$ cat config.mk
export PLATFORM = sky130hd
export DESIGN_NAME = adc_channel_select_sequencer
export DESIGN_NICKNAME = d
export VERILOG_FILES = /design/src/logic/adc_seq_pkg.sv /design/src/logic/adc_channel_select_sequencer.sv
export SDC_FILE = /design/constraint.sdc
export NUM_CORES = 1
export LEC_CHECK = 0
export CAP_MARGIN = 25
export CORE_ASPECT_RATIO = 0.9
export CORE_MARGIN = 2
export CORE_UTILIZATION = 40
export CTS_CLUSTER_SIZE = 24
export DETAILED_ROUTE_END_ITERATION = 7
export DONT_BUFFER_PORTS = 1
export GPL_TIMING_DRIVEN = 0
export PLACE_DENSITY = 0.55
export SETUP_SLACK_MARGIN = 0.5
export SYNTH_ARGS = -nofsm -noshare
export SYNTH_HDL_FRONTEND = slang
export SYNTH_SLANG_ARGS = --single-unit
$ cat constraint.sdc
create_clock -name clk_i -period 5.95 [get_ports clk_i]
set_input_delay 1.19 -clock clk_i [delete_from_list [all_inputs] [get_ports clk_i]]
set_output_delay 1.19 -clock clk_i [all_outputs]
set_load 0.02 [all_outputs]
$ cat src/logic/adc_seq_pkg.sv
package adc_seq_pkg;
  // ------------------------------------------------------------
  // register map (apb byte addresses)
  // ------------------------------------------------------------
  localparam logic [11:0] CTRL_OFFSET = 12'h000;
  localparam logic [11:0] STATUS_OFFSET = 12'h004;
  localparam logic [11:0] SELECT_OFFSET = 12'h008;
  localparam logic [11:0] RESULT_OFFSET = 12'h00c;
  localparam logic [11:0] CMP_OFFSET = 12'h010;
  // ------------------------------------------------------------
  // control word layout
  // ------------------------------------------------------------
  localparam int CTRL_W = 10;
  localparam int PKG_ADDR_BIT = 9;
  localparam int PD_HI_BIT = 8;
  localparam int PD_LO_BIT = 7;
  localparam int COMMON_REF_BIT = 6;
  localparam int PAIR_MODE_BIT = 5;
  localparam int CH_LSB = 2;
  localparam int SW_CONV_BIT = 1;
  localparam int EXT_REF_BIT = 0;
  localparam logic [9:0] CTRL_RESET = 10'h000;
  // ------------------------------------------------------------
  // selection codes
  // ------------------------------------------------------------
  localparam logic [3:0] SEL_NONE = 4'h0;
  localparam logic [3:0] SEL_HALF_REF = 4'h9;
  localparam logic [3:0] SEL_FULL_REF = 4'ha;
  localparam logic [3:0] NEG_AGND = 4'h0;
  // ------------------------------------------------------------
  // timing
  // ------------------------------------------------------------
  localparam int CLK_PERIOD_NS = 20;
  localparam int SETTLE_NS = 100;
  localparam int SETTLE_CYC = (SETTLE_NS + CLK_PERIOD_NS - 1) / CLK_PERIOD_NS;
  localparam int RES_W = 10;
  typedef enum logic [1:0] {ST_ACQ, ST_CONV, ST_DONE} phase_t;
endpackage : adc_seq_pkg

$ cat src/logic/adc_channel_select_sequencer.sv
`timescale 1ns/1ps
// Notes on behaviour
// RULE_01 - sgl, common off: input channel+1 vs ground
// RULE_02 - common on: inputs 1-7 against input 8
// RULE_03 - pair mode: pairs 1/2..7/8, odd positive
// RULE_04 - pair codes 4/5: half/full reference test
// RULE_05 - acquire after conversion; convert on start falling
// RULE_06 - host waits 100 ns before start low
// RULE_07 - single-ended: sample reference side to ground
// RULE_08 - pseudo-differential: reference side to negative input
// RULE_09 - step search until balanced, then complete
// RULE_10 - package address bit clears at reset
// RULE_11 - ten bit write-only control word layout
// RULE_12 - drop words whose address mismatches strap
// RULE_13 - common bit ignored in pair mode
// RULE_14 - host avoids pair codes 6 and 7
module adc_channel_select_sequencer
  import adc_seq_pkg::*;
#(
  parameter int RESULT_W = RES_W
) (
  // clock, reset, enable
  input wire logic clk_i,
  input wire logic reset_i,
  input wire logic clk_en_i,
  // apb slave
  input wire logic psel_i,
  input wire logic penable_i,
  input wire logic pwrite_i,
  input wire logic [11:0] paddr_i,
  input wire logic [31:0] pwdata_i,
  output logic [31:0] prdata_o,
  output logic pready_o,
  output logic pslverr_o,
  // pins
  input wire logic convert_start_n_i,
  input wire logic package_address_i,
  input wire logic comparator_i,
  // analog switch controls
  output logic [3:0] pos_sel_o,
  output logic [3:0] neg_sel_o,
  output logic sample_o,
  output logic [RESULT_W-1:0] dac_code_o,
  output logic conv_done_o
);
  typedef struct packed {
    logic [2:0] cvs;
    logic cv_lvl;
    logic [2:0] pas;
    logic strap;
    logic [CTRL_W-1:0] ctrl;
    phase_t phase;
    logic [RESULT_W-1:0] sar;
    logic [RESULT_W-1:0] bitm;
    logic [RESULT_W-1:0] result;
    logic [3:0] pos;
    logic [3:0] neg;
    logic sample;
    logic done;
    logic [31:0] prdata;
    logic pready;
    logic pslverr;
  } state_t;
  state_t s_r;
  state_t s_nxt;
  // ------------------------------------------------------------
  // input selection decode
  // ------------------------------------------------------------
  function automatic logic [7:0] decode_sel(input logic [CTRL_W-1:0] c);
    logic [2:0] ch;
    logic [3:0] p;
    logic [3:0] n;
    ch = c[CH_LSB+:3];
    p = SEL_NONE;
    n = NEG_AGND;
    if (c[PAIR_MODE_BIT]) begin // RULE_13
      unique case (ch)
        3'h0, 3'h1, 3'h2, 3'h3: begin // RULE_03
          p = 4'({ch[1:0], 1'b0}) + 4'h1;
          n = 4'({ch[1:0], 1'b0}) + 4'h2;
        end
        3'h4: p = SEL_HALF_REF; // RULE_04
        3'h5: p = SEL_FULL_REF; // RULE_04
        default: p = SEL_NONE;
      endcase
    end else if (c[COMMON_REF_BIT]) begin
      // code 7 would select input 8 against itself; left unconnected
      if (ch != 3'h7) begin
        p = 4'(ch) + 4'h1; // RULE_02
        n = 4'h8; // RULE_02
      end
    end else begin
      p = 4'(ch) + 4'h1; // RULE_01
    end
    decode_sel = {p, n};
  endfunction : decode_sel

  // ------------------------------------------------------------
  // next state
  // ------------------------------------------------------------
  always_comb begin
    logic [7:0] sel;
    logic acc;
    logic start_fall;
    logic sw_go;
    sel = decode_sel(s_r.ctrl);
    // a request is taken once; the pulse on pready closes it
    acc = psel_i & penable_i & ~s_r.pready;
    // only the second and third stages are looked at, never the first
    start_fall = s_r.cv_lvl & ~s_r.cvs[2] & ~s_r.cvs[1];
    sw_go = s_r.ctrl[SW_CONV_BIT];
    s_nxt = s_r;
    // ------------------------------------------------------------
    // pin synchronisers
    // ------------------------------------------------------------
    s_nxt.cvs = {s_r.cvs[1:0], convert_start_n_i};
    s_nxt.pas = {s_r.pas[1:0], package_address_i};
    // a level counts only once two stages agree, so a glitch never starts a conversion
    if (s_r.cvs[2] == s_r.cvs[1]) begin
      s_nxt.cv_lvl = s_r.cvs[2];
    end
    if (s_r.pas[2] == s_r.pas[1]) begin
      s_nxt.strap = s_r.pas[2];
    end
    // ------------------------------------------------------------
    // phase sequencing
    // ------------------------------------------------------------
    s_nxt.done = 1'b0;
    s_nxt.pos = sel[7:4];
    s_nxt.pready = acc;
    s_nxt.pslverr = 1'b0;
    s_nxt.prdata = '0;
    unique case (s_r.phase)
      ST_ACQ: begin
        // a start edge seen outside acquisition is dropped, not queued
        s_nxt.sample = 1'b1;
        s_nxt.neg = sel[3:0];
        if (start_fall || sw_go) begin // RULE_05
          s_nxt.phase = ST_CONV;
          s_nxt.sample = 1'b0;
          s_nxt.neg = sel[3:0]; // RULE_07 RULE_08
          s_nxt.bitm = {1'b1, {(RESULT_W-1){1'b0}}};
          s_nxt.sar = {1'b1, {(RESULT_W-1){1'b0}}};
        end
      end
      ST_CONV: begin
        // comparator high means the trial code overshot the sample
        logic [RESULT_W-1:0] kept;
        kept = comparator_i ? (s_r.sar & ~s_r.bitm) : s_r.sar; // RULE_09
        s_nxt.bitm = s_r.bitm >> 1;
        if (s_r.bitm[0]) begin
          s_nxt.result = kept; // RULE_09
          s_nxt.sar = kept;
          s_nxt.phase = ST_DONE;
          s_nxt.done = 1'b1;
          s_nxt.ctrl[SW_CONV_BIT] = 1'b0;
        end else begin
          s_nxt.sar = kept | (s_r.bitm >> 1);
        end
      end
      ST_DONE: begin
        s_nxt.phase = ST_ACQ; // RULE_05
        s_nxt.sample = 1'b1;
      end
    endcase
    // ------------------------------------------------------------
    // apb access
    // ------------------------------------------------------------
    if (acc) begin
      if (pwrite_i) begin
        unique case (paddr_i)
          CTRL_OFFSET: begin
            if (pwdata_i[PKG_ADDR_BIT] == s_r.strap) begin // RULE_12
              s_nxt.ctrl = pwdata_i[CTRL_W-1:0]; // RULE_11
            end
          end
          STATUS_OFFSET, SELECT_OFFSET, RESULT_OFFSET: ;
          default: s_nxt.pslverr = 1'b1;
        endcase
      end else begin
        unique case (paddr_i)
          CTRL_OFFSET: s_nxt.prdata = '0;
          STATUS_OFFSET: s_nxt.prdata = {29'h0, s_r.strap, 2'(s_r.phase)};
          SELECT_OFFSET: s_nxt.prdata = {24'h0, s_r.pos, s_r.neg};
          RESULT_OFFSET: s_nxt.prdata = 32'(s_r.result);
          default: s_nxt.pslverr = 1'b1;
        endcase
      end
    end
  end

  // ------------------------------------------------------------
  // state register
  // ------------------------------------------------------------
  always_ff @(posedge clk_i or posedge reset_i) begin
    if (reset_i) begin
      s_r <= '0; // RULE_10
      // the start synchroniser starts at the idle pin level, so no false edge follows reset
      s_r.cvs <= 3'h7;
      s_r.cv_lvl <= 1'b1;
      s_r.ctrl <= CTRL_RESET; // RULE_10
      s_r.phase <= ST_ACQ;
      s_r.sample <= 1'b1;
    end else if (clk_en_i) begin
      s_r <= s_nxt;
    end
  end

  // ------------------------------------------------------------
  // outputs
  // ------------------------------------------------------------
  assign prdata_o = s_r.prdata;
  assign pready_o = s_r.pready;
  assign pslverr_o = s_r.pslverr;
  assign pos_sel_o = s_r.pos;
  assign neg_sel_o = s_r.neg;
  assign sample_o = s_r.sample;
  assign dac_code_o = s_r.sar;
  assign conv_done_o = s_r.done;
endmodule : adc_channel_select_sequencer

==> results of run 1 <==
## metrics by stage
stage | hold slack [ns] | setup WS [ns] | total power, mW | util
after floorplan | 0.444 | 3.09 | 0.788 | -
after CTS | 0.489 | 3.67 | 1.23 | 0.466
after global routing | 0.519 | 3.45 | 1.29 | 0.466
after detailed placement | 0.477 | 3.30 | 0.859 | 0.445
final | 0.486 | 3.67 | 1.22 | 0.466
after global placement | 0.466 | 2.25 | 0.852 | 0.444
## logic make-up (layout without fill, tap and decap cells)
| kind of cell | Yosys count | in the layout | synth area share |
|---|---|---|---|
| AND/OR/NAND/NOR | 98 | 98 | 0.137 |
| buffers and inverters | 87 | 103 | 0.143 |
| AO/OA/AOI/OAI | 82 | 82 | 0.154 |
| flip-flops | 67 | 67 | 0.464 |
| multiplexers | 20 | 20 | 0.0600 |
| adder cells (fa/ha/maj) | 11 | 11 | 0.0379 |
| other | 1 | 23 | 0.00103 |
| XOR/XNOR | 1 | 1 | 0.00241 |
## sequential cells by signal, indices dropped and copies added, names as in the netlist
register	flops
s_r	32
dac_code_o	10
prdata_o	10
pos_sel_o	4
s_nxt	4
neg_sel_o	3
conv_done_o	1
pready_o	1
pslverr_o	1
sample_o	1
## metal layers
layer  GRT usage  share of wire  vias up
li1            -              -     1247
met1       0.226           0.46     1193
met2       0.272           0.46       81
met3      0.0545          0.064       13
met4      0.0529          0.015        0
met5           0              0        -
## placed cells by master, fill, tap and decap left out, types with 5 or more instances in the layout
master     n
conb_1    23
o22ai_1    6
dfrtp_1   62
dfstp_2    5
nor2_1    10
ha_1      11
a21o_1     7
o22ai_2    5
a21oi_1    8
o21ai_0   31
clkbuf_8  10
mux2_2    14
nand3_1    8
mux2i_1    6
clkbuf_1  14
nand2_1   59
buf_4     50
inv_1     21
a22o_1     8
## power by group through the flow
stage / Sequential [mW] / Clock [mW] / Combinational, mW
floorplan: 0.546 / 0 / 0.242
global placement: 0.560 / 0 / 0.292
detailed placement: 0.561 / 0 / 0.297
CTS: 0.553 / 0.382 / 0.298
global route: 0.561 / 0.401 / 0.334
finish: 0.554 / 0.368 / 0.296
## worst min-delay path by stage
| stage | cells past startpoint | to | slack [ns] |
|---|---|---|---|
| after detailed placement | 2 | s_r[51]$_DFFE_PP0P_ | 0.48 |
| after global placement | 2 | s_r[52]$_DFFE_PP0P_ | 0.47 |
| final | 2 | s_r[50]$_DFFE_PP0P_ | 0.49 |
| after floorplan | 2 | s_r[45]$_DFFE_PP0P_ | 0.44 |
| after global routing | 2 | s_r[50]$_DFFE_PP0P_ | 0.52 |
| after CTS | 2 | s_r[51]$_DFFE_PP0P_ | 0.49 |
## cell usage after synthesis, types with 6 or more instances
library cell  count  area (um2)
dfrtp_1          62        1550
nand2_1          59         221
buf_4            50         375
o21ai_0          31         155
inv_1            22        82.6
mux2_2           14         158
clkbuf_1         11        41.3
ha_1             11         138
nor2_1           10        37.5
a21oi_1           8        40.0
a22o_1            8        70.1
nand3_1           8        40.0
a21o_1            7        52.6
mux2i_1           6        60.1
o22ai_1           6        37.5
## worst min-delay path: stages, from the launching register on
cell and delay [ns]:
dfrtp_1 0.35, nand2_1 0.04, o21ai_0 0.06
## area by class of cell
class	instances	share of cell area
plain buffers	65	0.108
clock buffers	13	0.0368
clock inverters	3	0.00988
inverters	22	0.0210
multi-input cells	235	0.372
flip-flops and latches	67	0.415
well taps	119	0.0368
==> flow_summary.toml, run 1 <==
[sta]
slew_viol_final = 0
tns_ns = 0
final.min_clock_period_ns = 2.28
rsz0062_at_grt = "false"
fin_skew_ns = 0.0122
hold_viol = 0
fmax_ghz = 0.439
relSlewSlack = 0.440
finalCritPeriodShare = 0.383
setup_viol_count_final = 0
worst_pin_slew_ns = 0.841

[place]
gp_congestion = 0.818
placedInstanceArea_mm2 = 0.00386
place_inst = 508
portBuffers = 0
dp_hpwl_um = 5670

[critical_path]
critPathKind = "in2reg"
cp.depth = 4
worstPathArrival_ns = 2.56
crit_path_end = "dac_code_o[2]$_DFFE_PP0P_"
crit_path_top_delay_cell = "nor2_1"
rr_worst_depth = 7
cpPeakStageDelay_ns = 0.57
reg2reg_from = "s_r[75]$_DFFE_PP0P_"
critPathTopFamily = "simple AND/OR/NAND/NOR gates"
worstPathRequired_ns = 6.23
crit_buf_inv = 1
r2r_slack_ns = 3.86
crit_path_start_kind = "input pin"
end_kind = "flip-flop"
crit_path_start = "clk_en_i"
critPathMaxFanout = 10
r2r-end = "s_r[63]$_DFFE_PP0P_"
worstPathCellList = "clkbuf_1 > o21ai_0 > nor2_1 > a22o_1"

[worst_hold_path]
hp-class = "reg2reg"
hold_start = "s_r[50]$_DFFE_PP0P_"

[power]
power_leakage_nw = 1.84
ir_drop_mv = 0.183
power.share.sequential = 0.454
pwr-share-comb = 0.243
p_per_area_mw_per_mm2 = 301
switching_power_mw = 0.398
switching_share = 0.326
clock_power_share = 0.303
intPower_mw = 0.820

[cts]
numCtsBuffers = 9
cts_root_buffer = "clkbuf_8"
ctsHtreeMaxLevel = 3
cts_sinks = 67
clk_pin_slew_ns = 0.07
cts_max_path_buffers = 2
clock_latency_ns = 0.34
post_cts_buffers = 0
ctsResizeCount = 0
tritoncts = "built"
holdBufCountCts = 0

[final_layout]
area_growth_pct = 11.7
final-seq-area_mm2 = 0.00168
fin_area_mm2 = 0.00405
multi_input_area_mm2 = 0.00151
diodes = 0
nets = 464
drive_gt1_frac = 0.252
fin_cells = 524
fillers = 859

[synth]
synth_area_mm2 = 0.00363
yosysSeqAreaShare = 0.464
yosys_warnings = 0
synth-edff-count = 0
avgSynthCellArea_um2 = 9.89
ys_ff_latch = 67
synthArstFlopShare = 1.00
synth_cell_type_count = 45
syn-instance-count = 367
synth_ff_type = "dfrtp_1"

[drt]
finalWirelength_um = 7720
routedWlPerCell_um = 14.7
vias = 2534
dr.pass1.iters = 4
drc_errors = 0
postRouteAntennaNets = 0
viasPerCell = 4.84
drt_iter0_markers = 120

[global_routing]
grt_use_total = 0.172
grt_pass1_wl_um = 13000
antenna_found_initial = 0
grt_max_degree = 68
overflow = 0
first_global_vias = 2553

[flow_run]
drv_cap = 0

[die]
pin_count = 107
fp-row-count = 32
die_w_um = 104
initial_utilization = 0.418
die_h_um = 94.4
die_area_mm2 = 0.00985
core-area_mm2 = 0.00869

[run_status]
status = "completed"
No activity file was read; power rests on OpenSTA's default activity.
==> run 2, diff against run 1 <==
- clock period: 5.95 -> 2.3 ns (I/O delays scaled with it)
==> run 2 against run 1 <==
  * Worst setup slack lost 3.0 ns
  * Sequential share of layout area shrank 0.87 points
  * Final cell count grew 1.1%
  * Non-clock buffer count grew 6
  * Die area is the same
  * Clock power grew 140%
  * Worst hold slack lost 0.44 ns
  * Register-to-register slack lost 3.2 ns
==> flow_summary.toml, run 2 (synthesis results as in run 1) <==
[run_status]
status = "completed"

[final_layout]
nets = 470
diodes = 0
largest_reg_flops = 32
top_register = "s_r"
area_growth_pct = 14.1
drive_gt1_frac = 0.294
mostFrequentLayoutCells = "61 x dfrtp_1, 59 x nand2_1, 56 x buf_4"
fin_area_mm2 = 0.00414
layout_commonest_cell = "dfrtp_1"

[global_routing]
overflow = 0
grt_max_degree = 42
antenna_found_initial = 0
first_global_vias = 2505
grt_pass1_wl_um = 13000
grt_use_total = 0.171

[place]
portBuffers = 0
dp_hpwl_um = 5760
placedInstanceArea_mm2 = 0.00388
gp_congestion = 0.832

[worst_hold_path]
hp-class = "in2async"

[critical_path]
worstPathArrival_ns = 1.90
crit_path_top_delay_cell = "dfrtp_2"
crit_path_start_kind = "flip-flop"
rr_worst_depth = 5
r2r_slack_ns = 0.62
reg2reg_from = "s_r[78]$_DFFE_PP0P_"
worstPathRequired_ns = 2.52
r2r-end = "pos_sel_o[1]$_DFFE_PP0P_"
end_kind = "flip-flop"
cpPeakStageDelay_ns = 0.47
critPathTopFamily = "flip-flops"
worstPathCellList = "ha_2 > ha_1 > or3_1 > a21oi_1 > o221ai_1"
crit_buf_inv = 0
critPathMaxFanout = 8
critPathKind = "reg2reg"

[cts]
numCtsBuffers = 9
cts_root_buffer = "clkbuf_8"
ctsHtreeMaxLevel = 3
clock_latency_ns = 0.35
cts_max_path_buffers = 2
clk_pin_slew_ns = 0.08
tritoncts = "built"
cts_sinks = 67

[power]
p_per_area_mw_per_mm2 = 760
ir_drop_mv = 0.471
power_leakage_nw = 1.86

[sta]
slew_viol_final = 0
fin_skew_ns = 0.00635
hold_viol = 0
relSlewSlack = 0.581
tns_ns = 0
setup_viol_count_final = 0
fmax_ghz = 0.595
worst_pin_slew_ns = 0.628
finalCritPeriodShare = 0.730
rsz0062_at_grt = "true"
final.min_clock_period_ns = 1.68

[drt]
vias = 2562
dr.pass1.iters = 5
viasPerCell = 4.83
postRouteAntennaNets = 0
drt_iter0_markers = 103
routedWlPerCell_um = 14.9
finalWirelength_um = 7910
drc_errors = 0

[die]
pin_count = 107
initial_utilization = 0.418
die_area_mm2 = 0.00985
die_w_um = 104
core-area_mm2 = 0.00869
fp-row-count = 32
die_h_um = 94.4

[flow_run]
drv_cap = 0
==> run 2: worst register-to-register path, cell delays in order (launching register included) <==
cell and delay (ns):
dfrtp_2 0.47, ha_2 0.24, ha_1 0.21, or3_1 0.36, a21oi_1 0.16, o221ai_1 0.13
==> run 2: per-layer routing <==
metal	track usage	vias up	part of all wire
met5	0	-	0
met4	0.0484	0	0.0091
met3	0.0511	6	0.063
met2	0.272	78	0.46
met1	0.227	1219	0.47
li1	-	1259	-
==> run 2: what timing repair did <==
| action | in CTS | in global routing |
|---|---|---|
| resized for setup | 8 | 9 |
| setup buffers | 5 | 0 |
| hold buffers | 0 | 0 |
| pin swaps | 3 | 1 |
| endpoints found under the setup margin | 35 | 32 |
| endpoints found under the hold margin | 0 | 0 |
| gates cloned | 0 | 0 |
==> run 2: worst max-delay path by stage <==
stage               cells after the start                   endpoint                start
global placement                        7  dac_code_o[9]$_DFFE_PP0P_  s_r[74]$_DFFE_PP0P_
global route                            8        s_r[55]$_DFFE_PP0P_  s_r[74]$_DFFE_PP0P_
floorplan                               4        s_r[78]$_DFFE_PP0P_           paddr_i[7]
finish                                  5   pos_sel_o[1]$_DFFE_PP0P_  s_r[78]$_DFFE_PP0P_
detailed placement                      7        s_r[63]$_DFFE_PP0P_  s_r[74]$_DFFE_PP0P_
CTS                                     5   pos_sel_o[1]$_DFFE_PP0P_  s_r[78]$_DFFE_PP0P_
==> run 2: where the power goes <==
| part | internal, mW | switching [mW] | total, mW |
|---|---|---|---|
| Clock | 0.384 | 0.481 | 0.865 |
| Sequential | 1.31 | 0.129 | 1.44 |
| Combinational | 0.344 | 0.501 | 0.846 |
| Total | 2.04 | 1.11 | 3.15 |
==> run 2: area by class of cell <==
type | count | area, um2
Buffer | 65 | 449
Timing Repair Buffer | 6 | 57.6
Multi-Input combinational cell | 235 | 1550
Inverter | 22 | 86.3
Clock buffer | 9 | 124
Tap cell | 119 | 149
Clock inverter | 7 | 45.0
Fill cell | 830 | 4550
Sequential cell | 67 | 1680
==> run 2: through the flow <==
step	instances	total power [mW]	setup slack (ns)	util	hold WS, ns
after floorplan	389	2.04	0.633	-	0.444
after global placement	508	2.20	0.231	0.445	0.470
after detailed placement	509	2.22	0.217	0.447	0.440
after CTS	530	3.15	0.518	0.474	0.0501
after global routing	530	3.34	0.492	0.477	0.0720
final	530	3.15	0.620	0.477	0.0432
==> run 3, diff against run 2 <==
- PLACE_DENSITY: 0.55 -> 0.57
- clock period: 2.3 -> 1.37 ns (I/O delays scaled with it)
==> run 3 against run 2 <==
  * The flow now finishes with violations (negative hold slack, negative setup slack)
  * Clock skew rose by 0.0029 ns
  * Global-route usage up 2.1 points
  * Via count increased by 11%
  * Worst setup slack worse by 0.89 ns
  * Clock-buffer cell count increased by 3
  * Sequential share of layout area decreased by 7.6 points
  * Maximum frequency grew 2.7%
  * Clock power up 98%
  * Die area did not move
  * Combinational power increased by 150%
  * Largest cell class is now multi-input combinational cells
  * Largest power group unchanged
==> flow_summary.toml, run 3 (synthesis results as in run 1) <==
[run_status]
status = "finished, violations left"
failed_checks = "negative hold slack, negative setup slack"

[drt]
dr.pass1.iters = 4
drc_errors = 0
finalWirelength_um = 8940
postRouteAntennaNets = 0
viasPerCell = 4.93
routedWlPerCell_um = 15.4
vias = 2853
drt_iter0_markers = 136

[critical_path]
critPathKind = "reg2reg"
end_kind = "flip-flop"
reg2reg_from = "s_r[90]$_DFFE_PP1P_"
crit_path_start_kind = "flip-flop"
worstPathRequired_ns = 1.61
rr_worst_depth = 5
crit_path_end = "dac_code_o[4]$_DFFE_PP0P_"
critPathMaxFanout = 5
crit_path_start = "s_r[90]$_DFFE_PP1P_"
r2r_slack_ns = -0.27
worstPathArrival_ns = 1.88
r2r-end = "dac_code_o[4]$_DFFE_PP0P_"

[global_routing]
grt_max_degree = 40
overflow = 0
first_global_vias = 2702
grt_pass1_wl_um = 14400
grt_use_total = 0.191
antenna_found_initial = 0

[sta]
setup_viol_count_final = 42
final.min_clock_period_ns = 1.64
hold_viol = 23
fmax_ghz = 0.611
relSlewSlack = 0.565
finalCritPeriodShare = 1.19
tns_ns = -7.27
slew_viol_final = 0
timing.final.ws_setup_ns = -0.266
worst_pin_slew_ns = 0.651
fin_skew_ns = 0.00926
rsz0062_at_grt = "true"
whs_ns = -0.129

[cts]
clock_latency_ns = 0.35
numCtsBuffers = 9
tritoncts = "built"
clk_pin_slew_ns = 0.07
cts_root_buffer = "clkbuf_8"
cts_max_path_buffers = 2
ctsHtreeMaxLevel = 3
cts_sinks = 67

[place]
portBuffers = 0
place_inst = 509
dp_slack_ns = -0.437
gp_congestion = 0.854
dp_hpwl_um = 5860
placedInstanceArea_mm2 = 0.00407

[die]
initial_utilization = 0.418
core-area_mm2 = 0.00869
fp-row-count = 32
die_h_um = 94.4
die_area_mm2 = 0.00985
pin_count = 107
die_w_um = 104

[final_layout]
multi_input_area_mm2 = 0.00190
drive_gt1_frac = 0.507
fin_area_mm2 = 0.00512
final-seq-area_mm2 = 0.00169
top_register = "s_r"
fin_util = 0.589
area_growth_pct = 41.1
diodes = 0
nets = 519
fillers = 736
largest_reg_flops = 32
mostFrequentLayoutCells = "66 x buf_4, 55 x dfrtp_1, 46 x nand2_1"
layout_commonest_cell = "buf_4"
fin_cells = 579

[power]
p_per_area_mw_per_mm2 = 1210
power_mw = 6.20
ir_drop_mv = 0.659
power_leakage_nw = 2.29

[worst_hold_path]
hp-class = "in2async"

[flow_run]
drv_cap = 0
run 3: cell types whose count changed in the layout (fill, tap and decap cells not counted), sizes merged:
cell | previous run | this run
buf | 60 | 112
bufinv | 0 | 1
clkinvlp | 5 | 1
run 3: layer usage:
metal / share of wire / vias up / wire [um] / global-route usage
li1: - / 1368 / - / -
met4: 0.012 / 0 / 110 / 0.0473
met2: 0.47 / 80 / 4220 / 0.304
met3: 0.054 / 8 / 479 / 0.0545
met5: 0 / - / 0 / 0
met1: 0.46 / 1397 / 4140 / 0.260
run 3: cell type report:
cell class / instances / area share
clock inverters: 4 / 0.00953
multi-input cells: 235 / 0.371
repair buffers: 55 / 0.0956
clock buffers: 12 / 0.0303
inverters: 22 / 0.0174
plain buffers: 65 / 0.117
flip-flops and latches: 67 / 0.330
well taps: 119 / 0.0291
run 3: repair_timing:
| action | CTS | global route |
|---|---|---|
| endpoints found under the hold margin | 23 | 23 |
| setup buffers | 33 | 18 |
| gates cloned | 3 | 0 |
| gates resized for setup | 70 | 37 |
| setup endpoints to repair | 91 | 92 |
| pin swaps | 16 | 12 |
run 3: worst max-delay path: stages, from the launching register on:
cell and delay, ns:
dfstp_2 0.54, nor3b_4 0.30, o221ai_4 0.19, buf_6 0.18, a21o_1 0.15, a22o_1 0.17
run 3: worst min path at each step:
| stage | endpoint | cells after the start |
|---|---|---|
| floorplan | s_r[77]$_DFFE_PP0P_ | 2 |
| global placement | s_nxt[92]$_DFFE_PP1P_ | 1 |
| detailed placement | dac_code_o[1]$_DFFE_PP0P_ | 1 |
| CTS | dac_code_o[1]$_DFFE_PP0P_ | 1 |
| global route | s_r[54]$_DFFE_PP0P_ | 1 |
| finish | dac_code_o[1]$_DFFE_PP0P_ | 1 |
run 3: power by group:
group	switching [mW]	leakage [nW]	total, mW	internal, mW
sequential	0.209	0.882	2.41	2.20
combinational	1.07	1.30	2.08	1.01
clock	0.776	0.106	1.71	0.938
